--- src/core/switch_matrix_defs.vh ---
`ifndef SWITCH_MATRIX_DEFS_VH
`define SWITCH_MATRIX_DEFS_VH

// ------------------------------------------------------------
// register byte offsets
// ------------------------------------------------------------
`define SWM_ADR_GROUP_CFG 16'h200C
`define SWM_ADR_AMP_IND 16'h2150
`define SWM_ADR_NEG_IND 16'h2154
`define SWM_ADR_POS_IND 16'h2158
`define SWM_ADR_TIA_IND 16'h215C
`define SWM_ADR_AMP_STA 16'h21B0
`define SWM_ADR_POS_STA 16'h21B4
`define SWM_ADR_NEG_STA 16'h21B8
`define SWM_ADR_TIA_STA 16'h21BC

// ------------------------------------------------------------
// reset values
// ------------------------------------------------------------
`define SWM_RST_GROUP_CFG 32'h0000_FFFF
`define SWM_RST_IND 32'h0000_0000

// ------------------------------------------------------------
// group register fields
// ------------------------------------------------------------
`define SWM_AMP_CODE_LSB 0
`define SWM_POS_CODE_LSB 4
`define SWM_NEG_CODE_LSB 8
`define SWM_TIA_CODE_LSB 12
`define SWM_SRC_SEL_BIT 16
`define SWM_TIA_AUX_A_BIT 17
`define SWM_TIA_AUX_B_BIT 18
`define SWM_GROUP_MASK 32'h0007_FFFF

// ------------------------------------------------------------
// switch vector widths and bit positions
// ------------------------------------------------------------
`define SWM_AMP_W 8
`define SWM_NEG_W 12
`define SWM_POS_W 13
`define SWM_TIA_W 12
`define SWM_AMP_MASK 32'h0000_00FF
`define SWM_NEG_MASK 32'h0000_0FFF
`define SWM_POS_MASK 32'h0000_1FFF
`define SWM_TIA_MASK 32'h0000_0B7F
`define SWM_NEG_N9_BIT 8
`define SWM_NEG_CAL_BIT 9
`define SWM_NEG_LDO_A_BIT 10
`define SWM_NEG_LDO_B_BIT 11
`define SWM_POS_CAL_BIT 0
`define SWM_POS_P11_BIT 10
`define SWM_POS_LDO_A_BIT 11
`define SWM_POS_LDO_B_BIT 12
`define SWM_TIA_AUX_A_SW 8
`define SWM_TIA_AUX_B_SW 9
`define SWM_TIA_CAL_BIT 11
`define SWM_TIA_ALL_MUX 12'h087F

`endif

--- src/core/switch_matrix_control.v ---
// Decided for this implementation: the Wishbone interface to the registers.
`include "switch_matrix_defs.vh"

// Overview of operation
// RULE_01: group bit 16 picks coded group fields (0) or individual registers (1).
// RULE_02: software writes individual registers first, then sets the source bit.
// RULE_03: four read-only status registers report the true state of every switch.
// RULE_04: in coded mode group bits 18 and 17 drive the two auxiliary tia switches directly.
// RULE_05: tia code: 0 open, 1-7 one switch, 8 cal, 9 all, 10-15 open.
// RULE_06: negative code: ldo a, 1-7, reserved, 9, cal, ldo b, all open.
// RULE_07: positive code: ldo a, cal, 2-9, 11, ldo b, reserved and 15 open.
// RULE_08: output code: 0 open, 1 cal, 2-4 one switch, 10-15 open.
// RULE_09: output codes 5 to 8 close switches 5 to 8; code 9 opens all.
// RULE_10: group register resets to 0x0000ffff, so every coded field starts at 1111.
// RULE_11: individual registers are read-write; status registers read-only; both reset zero.
// RULE_12: in hibernate software should close all four ldo-tie switches.
// RULE_13: every switch is open from reset until software configures the matrix.
// RULE_14: each defined individual register bit closes its own switch when one.
// RULE_15: reserved codes open the whole group; reserved bits read back zero.
module switch_matrix_control #(
   parameter ADR_W = 16
) (
   input wire i_ref_clk,
   input wire i_rst,
   input wire i_wb_cyc,
   input wire i_wb_stb,
   input wire i_wb_we,
   input wire [ADR_W-1:0] i_wb_adr,
   input wire [3:0] i_wb_sel,
   input wire [31:0] i_wb_dat,
   output wire [31:0] o_wb_dat,
   output wire o_wb_ack,
   output wire [`SWM_AMP_W-1:0] o_amp_sw,
   output wire [`SWM_POS_W-1:0] o_pos_sw,
   output wire [`SWM_NEG_W-1:0] o_neg_sw,
   output wire [`SWM_TIA_W-1:0] o_tia_sw
);

   // ------------------------------------------------------------
   // state
   // ------------------------------------------------------------
   reg [31:0] group_cfg_r;
   reg [31:0] amp_ind_r;
   reg [31:0] neg_ind_r;
   reg [31:0] pos_ind_r;
   reg [31:0] tia_ind_r;
   reg [`SWM_AMP_W-1:0] amp_sw_r;
   reg [`SWM_POS_W-1:0] pos_sw_r;
   reg [`SWM_NEG_W-1:0] neg_sw_r;
   reg [`SWM_TIA_W-1:0] tia_sw_r;
   reg [`SWM_AMP_W-1:0] amp_sw_nxt;
   reg [`SWM_POS_W-1:0] pos_sw_nxt;
   reg [`SWM_NEG_W-1:0] neg_sw_nxt;
   reg [`SWM_TIA_W-1:0] tia_sw_nxt;
   reg ack_r;
   reg [31:0] rd_dat_r;
   reg [31:0] rd_dat_nxt;

   wire [`SWM_AMP_W-1:0] amp_dec;
   wire [`SWM_POS_W-1:0] pos_dec;
   wire [`SWM_NEG_W-1:0] neg_dec;
   wire [`SWM_TIA_W-1:0] tia_dec;
   wire req;
   wire wr;
   wire src_individual;

   // ------------------------------------------------------------
   // helpers
   // ------------------------------------------------------------
   // byte-lane write merge; bits outside the mask stay zero
   function [31:0] wmerge;
      input [31:0] old_val;
      input [31:0] new_val;
      input [3:0] sel;
      input [31:0] mask;
      integer k;
      reg [31:0] tmp;
      begin
         tmp = old_val;
         for (k = 0; k < 4; k = k + 1) begin
            if (sel[k]) begin
               tmp[8*k +: 8] = new_val[8*k +: 8];
            end
         end
         wmerge = tmp & mask;
      end
   endfunction

   function hit;
      input [ADR_W-1:0] adr;
      input [15:0] offset;
      begin
         hit = ({{(32-ADR_W){1'b0}}, adr} == {16'h0000, offset});
      end
   endfunction

   // ------------------------------------------------------------
   // wishbone slave
   // ------------------------------------------------------------
   // one new request per ack; masking the request in the ack cycle
   // keeps a held request from being taken twice
   assign req = i_wb_cyc & i_wb_stb & ~ack_r;
   assign wr = req & i_wb_we;
   assign o_wb_ack = ack_r;
   assign o_wb_dat = rd_dat_r;

   always @(posedge i_ref_clk or posedge i_rst) begin
      if (i_rst) begin
         ack_r <= 1'b0;
      end else begin
         ack_r <= req;
      end
   end

   // ------------------------------------------------------------
   // configuration registers
   // ------------------------------------------------------------
   always @(posedge i_ref_clk or posedge i_rst) begin
      if (i_rst) begin
         group_cfg_r <= `SWM_RST_GROUP_CFG;                  // RULE_10
         amp_ind_r <= `SWM_RST_IND;                          // RULE_11
         neg_ind_r <= `SWM_RST_IND;                          // RULE_11
         pos_ind_r <= `SWM_RST_IND;                          // RULE_11
         tia_ind_r <= `SWM_RST_IND;                          // RULE_11
      end else if (wr) begin
         if (hit(i_wb_adr, `SWM_ADR_GROUP_CFG)) begin
            group_cfg_r <= wmerge(group_cfg_r, i_wb_dat, i_wb_sel, `SWM_GROUP_MASK); // RULE_15
         end
         if (hit(i_wb_adr, `SWM_ADR_AMP_IND)) begin
            amp_ind_r <= wmerge(amp_ind_r, i_wb_dat, i_wb_sel, `SWM_AMP_MASK); // RULE_11 RULE_15
         end
         if (hit(i_wb_adr, `SWM_ADR_NEG_IND)) begin
            neg_ind_r <= wmerge(neg_ind_r, i_wb_dat, i_wb_sel, `SWM_NEG_MASK); // RULE_11 RULE_15
         end
         if (hit(i_wb_adr, `SWM_ADR_POS_IND)) begin
            pos_ind_r <= wmerge(pos_ind_r, i_wb_dat, i_wb_sel, `SWM_POS_MASK); // RULE_11 RULE_15
         end
         if (hit(i_wb_adr, `SWM_ADR_TIA_IND)) begin
            tia_ind_r <= wmerge(tia_ind_r, i_wb_dat, i_wb_sel, `SWM_TIA_MASK); // RULE_11 RULE_15
         end
      end
   end

   // ------------------------------------------------------------
   // group decode
   // ------------------------------------------------------------
   switch_decode u_decode (
      .i_amp_output_mux_code(group_cfg_r[`SWM_AMP_CODE_LSB +: 4]),
      .i_pos_node_mux_code(group_cfg_r[`SWM_POS_CODE_LSB +: 4]),
      .i_neg_node_mux_code(group_cfg_r[`SWM_NEG_CODE_LSB +: 4]),
      .i_tia_mux_code(group_cfg_r[`SWM_TIA_CODE_LSB +: 4]),
      .o_amp_sw(amp_dec),
      .o_pos_sw(pos_dec),
      .o_neg_sw(neg_dec),
      .o_tia_sw(tia_dec)
   );

   // ------------------------------------------------------------
   // switch drive select
   // ------------------------------------------------------------
   // individual values only reach the switches through this bit,
   // so software must load them before setting it
   assign src_individual = group_cfg_r[`SWM_SRC_SEL_BIT];    // RULE_01 RULE_02

   always @* begin
      if (src_individual) begin
         amp_sw_nxt = amp_ind_r[`SWM_AMP_W-1:0];             // RULE_01 RULE_14
         pos_sw_nxt = pos_ind_r[`SWM_POS_W-1:0];             // RULE_01 RULE_14
         neg_sw_nxt = neg_ind_r[`SWM_NEG_W-1:0];             // RULE_01 RULE_14
         tia_sw_nxt = tia_ind_r[`SWM_TIA_W-1:0];             // RULE_01 RULE_14
      end else begin
         amp_sw_nxt = amp_dec;                               // RULE_01
         pos_sw_nxt = pos_dec;                               // RULE_01
         neg_sw_nxt = neg_dec;                               // RULE_01
         tia_sw_nxt = tia_dec;
         // auxiliary pair follows its own group bits only
         tia_sw_nxt[`SWM_TIA_AUX_A_SW] = group_cfg_r[`SWM_TIA_AUX_A_BIT]; // RULE_04
         tia_sw_nxt[`SWM_TIA_AUX_B_SW] = group_cfg_r[`SWM_TIA_AUX_B_BIT]; // RULE_04
      end
   end

   // registered drive keeps decode glitches off the analog switches
   always @(posedge i_ref_clk or posedge i_rst) begin
      if (i_rst) begin
         amp_sw_r <= {`SWM_AMP_W{1'b0}};                     // RULE_13
         pos_sw_r <= {`SWM_POS_W{1'b0}};                     // RULE_13
         neg_sw_r <= {`SWM_NEG_W{1'b0}};                     // RULE_13
         tia_sw_r <= {`SWM_TIA_W{1'b0}};                     // RULE_13
      end else begin
         amp_sw_r <= amp_sw_nxt;
         pos_sw_r <= pos_sw_nxt;
         neg_sw_r <= neg_sw_nxt;
         tia_sw_r <= tia_sw_nxt;
      end
   end

   assign o_amp_sw = amp_sw_r;
   assign o_pos_sw = pos_sw_r;
   assign o_neg_sw = neg_sw_r;
   assign o_tia_sw = tia_sw_r;

   // ------------------------------------------------------------
   // read mux
   // ------------------------------------------------------------
   // status words are the switch flops themselves, valid in either mode
   always @* begin
      rd_dat_nxt = 32'h0000_0000;
      if (hit(i_wb_adr, `SWM_ADR_GROUP_CFG)) begin
         rd_dat_nxt = group_cfg_r;
      end else if (hit(i_wb_adr, `SWM_ADR_AMP_IND)) begin
         rd_dat_nxt = amp_ind_r;
      end else if (hit(i_wb_adr, `SWM_ADR_NEG_IND)) begin
         rd_dat_nxt = neg_ind_r;
      end else if (hit(i_wb_adr, `SWM_ADR_POS_IND)) begin
         rd_dat_nxt = pos_ind_r;
      end else if (hit(i_wb_adr, `SWM_ADR_TIA_IND)) begin
         rd_dat_nxt = tia_ind_r;
      end else if (hit(i_wb_adr, `SWM_ADR_AMP_STA)) begin
         rd_dat_nxt[`SWM_AMP_W-1:0] = amp_sw_r;              // RULE_03
      end else if (hit(i_wb_adr, `SWM_ADR_POS_STA)) begin
         rd_dat_nxt[`SWM_POS_W-1:0] = pos_sw_r;              // RULE_03
      end else if (hit(i_wb_adr, `SWM_ADR_NEG_STA)) begin
         rd_dat_nxt[`SWM_NEG_W-1:0] = neg_sw_r;              // RULE_03
      end else if (hit(i_wb_adr, `SWM_ADR_TIA_STA)) begin
         rd_dat_nxt[`SWM_TIA_W-1:0] = tia_sw_r;              // RULE_03
      end
   end

   // read data is loaded on the taking edge of a read and held until the next read request
   always @(posedge i_ref_clk or posedge i_rst) begin
      if (i_rst) begin
         rd_dat_r <= 32'h0000_0000;
      end else if (req & ~i_wb_we) begin
         rd_dat_r <= rd_dat_nxt;                             // RULE_11 RULE_15
      end
   end

endmodule

--- src/core/switch_decode.v ---
`include "switch_matrix_defs.vh"

// decodes the four coded group fields into one-bit-per-switch vectors
module switch_decode (
   input wire [3:0] i_amp_output_mux_code,
   input wire [3:0] i_pos_node_mux_code,
   input wire [3:0] i_neg_node_mux_code,
   input wire [3:0] i_tia_mux_code,
   output reg [`SWM_AMP_W-1:0] o_amp_sw,
   output reg [`SWM_POS_W-1:0] o_pos_sw,
   output reg [`SWM_NEG_W-1:0] o_neg_sw,
   output reg [`SWM_TIA_W-1:0] o_tia_sw
);

   // ------------------------------------------------------------
   // numbered switch n sits at bit n-1 in every group
   // ------------------------------------------------------------
   function [15:0] numbered;
      input [3:0] code;
      begin
         numbered = 16'h0001 << (code - 4'h1);
      end
   endfunction

   // one-hot of each field, sliced to the group width where used
   wire [15:0] amp_num = numbered(i_amp_output_mux_code);
   wire [15:0] pos_num = numbered(i_pos_node_mux_code);
   wire [15:0] neg_num = numbered(i_neg_node_mux_code);
   wire [15:0] tia_num = numbered(i_tia_mux_code);

   always @* begin
      o_amp_sw = {`SWM_AMP_W{1'b0}};
      case (i_amp_output_mux_code)
         4'h1, 4'h2, 4'h3, 4'h4, 4'h5, 4'h6, 4'h7, 4'h8: begin
            o_amp_sw = amp_num[`SWM_AMP_W-1:0];               // RULE_08 RULE_09
         end
         default: begin
            o_amp_sw = {`SWM_AMP_W{1'b0}};                    // RULE_08 RULE_09
         end
      endcase
   end

   always @* begin
      o_pos_sw = {`SWM_POS_W{1'b0}};
      case (i_pos_node_mux_code)
         4'h0: o_pos_sw[`SWM_POS_LDO_A_BIT] = 1'b1;           // RULE_07
         4'h1: o_pos_sw[`SWM_POS_CAL_BIT] = 1'b1;             // RULE_07
         4'h2, 4'h3, 4'h4, 4'h5, 4'h6, 4'h7, 4'h8, 4'h9: begin
            o_pos_sw = pos_num[`SWM_POS_W-1:0];               // RULE_07
         end
         4'hB: o_pos_sw[`SWM_POS_P11_BIT] = 1'b1;             // RULE_07
         4'hD, 4'hE: o_pos_sw[`SWM_POS_LDO_B_BIT] = 1'b1;     // RULE_07
         default: o_pos_sw = {`SWM_POS_W{1'b0}};              // RULE_15
      endcase
   end

   always @* begin
      o_neg_sw = {`SWM_NEG_W{1'b0}};
      case (i_neg_node_mux_code)
         4'h0: o_neg_sw[`SWM_NEG_LDO_A_BIT] = 1'b1;           // RULE_06
         4'h1, 4'h2, 4'h3, 4'h4, 4'h5, 4'h6, 4'h7: begin
            o_neg_sw = neg_num[`SWM_NEG_W-1:0];               // RULE_06
         end
         4'h9: o_neg_sw[`SWM_NEG_N9_BIT] = 1'b1;              // RULE_06
         4'hA: o_neg_sw[`SWM_NEG_CAL_BIT] = 1'b1;             // RULE_06
         4'hB, 4'hC, 4'hD, 4'hE: o_neg_sw[`SWM_NEG_LDO_B_BIT] = 1'b1; // RULE_06
         default: o_neg_sw = {`SWM_NEG_W{1'b0}};              // RULE_15
      endcase
   end

   // the auxiliary pair never comes from this field
   always @* begin
      o_tia_sw = {`SWM_TIA_W{1'b0}};
      case (i_tia_mux_code)
         4'h1, 4'h2, 4'h3, 4'h4, 4'h5, 4'h6, 4'h7: begin
            o_tia_sw = tia_num[`SWM_TIA_W-1:0];               // RULE_05
         end
         4'h8: o_tia_sw[`SWM_TIA_CAL_BIT] = 1'b1;             // RULE_05
         4'h9: o_tia_sw = `SWM_TIA_ALL_MUX;                   // RULE_05
         default: o_tia_sw = {`SWM_TIA_W{1'b0}};              // RULE_05 RULE_04
      endcase
   end

endmodule

--- config.mk ---
export PLATFORM = sky130hd
export DESIGN_NAME = switch_matrix_control
export DESIGN_NICKNAME = d
export VERILOG_FILES = /design/src/core/switch_matrix_control.v /design/src/core/switch_decode.v
export VERILOG_INCLUDE_DIRS = /design/src /design/src/core
export SDC_FILE = /design/constraint.sdc
export NUM_CORES = 1
export LEC_CHECK = 0
export ABC_AREA = 1
export BUFFER_PORTS_ARGS = -buffer_cell sky130_fd_sc_hd__buf_2
export CAP_MARGIN = 20
export CORE_UTILIZATION = 45
export CTS_BUF_LIST = sky130_fd_sc_hd__clkbuf_8
export CTS_CLUSTER_SIZE = 40
export DETAILED_ROUTE_END_ITERATION = 10
export PLACE_DENSITY = 0.72
export SYNTH_ARGS = -nofsm -noshare
export SYNTH_HDL_FRONTEND = slang
export SYNTH_HIERARCHICAL = 1
export SYNTH_SLANG_ARGS = --single-unit
--- constraint.sdc ---
create_clock -name i_ref_clk -period 12.1 [get_ports i_ref_clk]
set_input_delay 3.63 -clock i_ref_clk [delete_from_list [all_inputs] [get_ports i_ref_clk]]
set_output_delay 3.63 -clock i_ref_clk [all_outputs]
set_load 0.05 [all_outputs]
==> results.sh <==
export IMPL_post_cts_buffers=0
export IMPL_post_route_min_period_ns=5.67
export IMPL_tritoncts="done"
export IMPL_required_ns=12.43
export IMPL_worst_pin_slew_ns=0.975
export IMPL_antenna_found_initial=0
export IMPL_dr_total_vias=5812
export IMPL_insertion_delay_ns=0.45
export IMPL_drv_slew=0
export IMPL_end_kind="register"
export IMPL_hold_buffers=0
export IMPL_grt_pass1_wl_mm=28.1
export IMPL_final_cells=1133
export IMPL_via_per_inst=5.13
export IMPL_ant_nets=0
export IMPL_hold_path_depth=2
export IMPL_dieArea_um2=15100
export IMPL_peakVddDrop_v=0.000100
export IMPL_r2r_cells=4
export IMPL_drc_errors=0
export IMPL_whs_ns=0.479
export IMPL_period_share=0.468
export IMPL_routed_wl_mm=17.6
export IMPL_grt_max_degree=70
export IMPL_hold_viol=0
export IMPL_nNetsFinal=997
export IMPL_wire_per_inst_um=15.6
export IMPL_core_um2=14000
export IMPL_p_leak_uw=0.00389
export IMPL_cp_max_fo=45
export IMPL_cts_repair_resize_count=0
export IMPL_p_int_uw=644
export IMPL_dpl_cell_area_um2=7190
export IMPL_skew_ns=0.0112
export IMPL_cts_buffers=17
export IMPL_slew_headroom=0.348
export IMPL_rsz0062_at_grt="no"
export IMPL_drive_gt1_frac=0.231
export IMPL_die_x_um=123
export IMPL_firstDrtPassIters=5
export IMPL_start_util=0.468
export IMPL_worstSetupPathType="primary input to register"
export IMPL_fmax_ghz=0.176
export IMPL_finalSetupViolCount=0
export IMPL_fillers=1342
export IMPL_hp_class="register to register"
export IMPL_num_antenna_cells=0
export IMPL_cts_sinks=127
export IMPL_finalWorstSetupSlack_ns=6.43
export IMPL_design_area_um2=7590
export IMPL_power_density_nw_per_um2=114
export IMPL_cts_root_buffer="clkbuf_8"
export IMPL_p_clk_frac=0.433
export IMPL_finalSetupTns_ns=0
export IMPL_syn_avg_cell_area_um2=7.88
export IMPL_grt_util_all_layers=0.253
export IMPL_drt_iter0_drc=548
export IMPL_dpl_worst_slack_ns=6.03
export IMPL_areaGrowthSynthToFinish_pct=15.5
export IMPL_p_sw_uw=217
export IMPL_rows=43
export IMPL_htree_levels=4
export IMPL_gp_congestion=0.879
export IMPL_final_cell_mix="225 x nand2_1, 110 x dfrtp_1, 107 x buf_2"
export IMPL_num_io_pins=135
export IMPL_final_common_cell="nand2_1"
export IMPL_postSynthCellCount=833
export IMPL_pwr_share_seq=0.499
export IMPL_cp_arrival_ns=6.00
export IMPL_comb_power_share=0.068
export IMPL_swShare=0.252
export IMPL_hpwl_mm=13.0
export IMPL_globalRouteOverflowTotal=0
export IMPL_grt_pass1_vias=5250
export IMPL_start_kind="primary input"
export IMPL_syn_area_um2=6570
export IMPL_cts_buffer_depth=2
export IMPL_die_h_um=123
export IMPL_path_clk_slew_ns=0.07
export IMPL_io_buffers=107
export IMPL_cap_violations=0
export IMPL_ys_warn_count=6
export IMPL_status="finished, final reports clean"
export IMPL_placed_cells=1101
## metal layers
metal / part of all wire / up-vias / GRT usage
li1: - / 2838 / -
met1: 0.45 / 2743 / 0.349
met2: 0.46 / 203 / 0.395
met3: 0.066 / 28 / 0.0507
met4: 0.022 / 0 / 0.0907
met5: 0 / - / 0
## through the flow
stage	power, uW	utilization
6_report	862	0.540
5_1_grt	894	0.540
4_1_cts	868	0.540
3_5_place_dp	497	0.512
3_3_place_gp	497	0.512
2_1_floorplan	482	-
## final cells by class
class | instances | area, um2 | area share
clock buffer | 18 | 248 | 0.0327
sequential | 127 | 3200 | 0.422
clock inverter | 14 | 150 | 0.0198
timing repair buffer | 111 | 566 | 0.0745
inverter | 108 | 408 | 0.0538
tap | 180 | 225 | 0.0297
multi-input combinational | 575 | 2790 | 0.368
## sequential cells by signal, summed over array words and instances, names as in the netlist
name,count
amp_ind_r,8
group_cfg_r,19
neg_ind_r,12
o_amp_sw,8
o_neg_sw,12
o_pos_sw,13
o_tia_sw,12
o_wb_ack,1
o_wb_dat,19
pos_ind_r,13
tia_ind_r,10
## path summary, 6_finish.rpt
| check | startpoint | slack [ns] | endpoint |
|---|---|---|---|
| max | i_wb_adr[15] | 6.43 | neg_ind_r[1] |
| min | o_wb_dat[15] | 0.48 | o_wb_dat[15] |
| max reg2reg | o_wb_ack | 9.85 | o_wb_dat[17] |
| min reg2reg | o_wb_dat[15] | 0.48 | o_wb_dat[15] |
| max in group asynchronous | i_rst | 7.46 | o_wb_dat[13] |
| min in group asynchronous | i_rst | 3.35 | o_pos_sw[7] |
## power by group through the flow
stage | clock network (uW) | logic (uW) | registers [uW]
2_1_floorplan | 0 | 31.9 | 450
3_3_place_gp | 0 | 58.4 | 438
3_5_place_dp | 0 | 58.8 | 438
4_1_cts | 378 | 58.9 | 430
5_1_grt | 399 | 64.4 | 430
6_report | 373 | 58.3 | 430
## worst max-delay path, stage by stage
cell and delay, ns:
buf_2 0.09, nor2_1 0.12, nand3_2 0.15, nor2_4 0.77, inv_2 0.22, nor3_4 0.41
nand2_2 0.35, nand2_1 0.16, o21ai_2 0.07
Note: power is estimated with default switching activity, not from simulation.
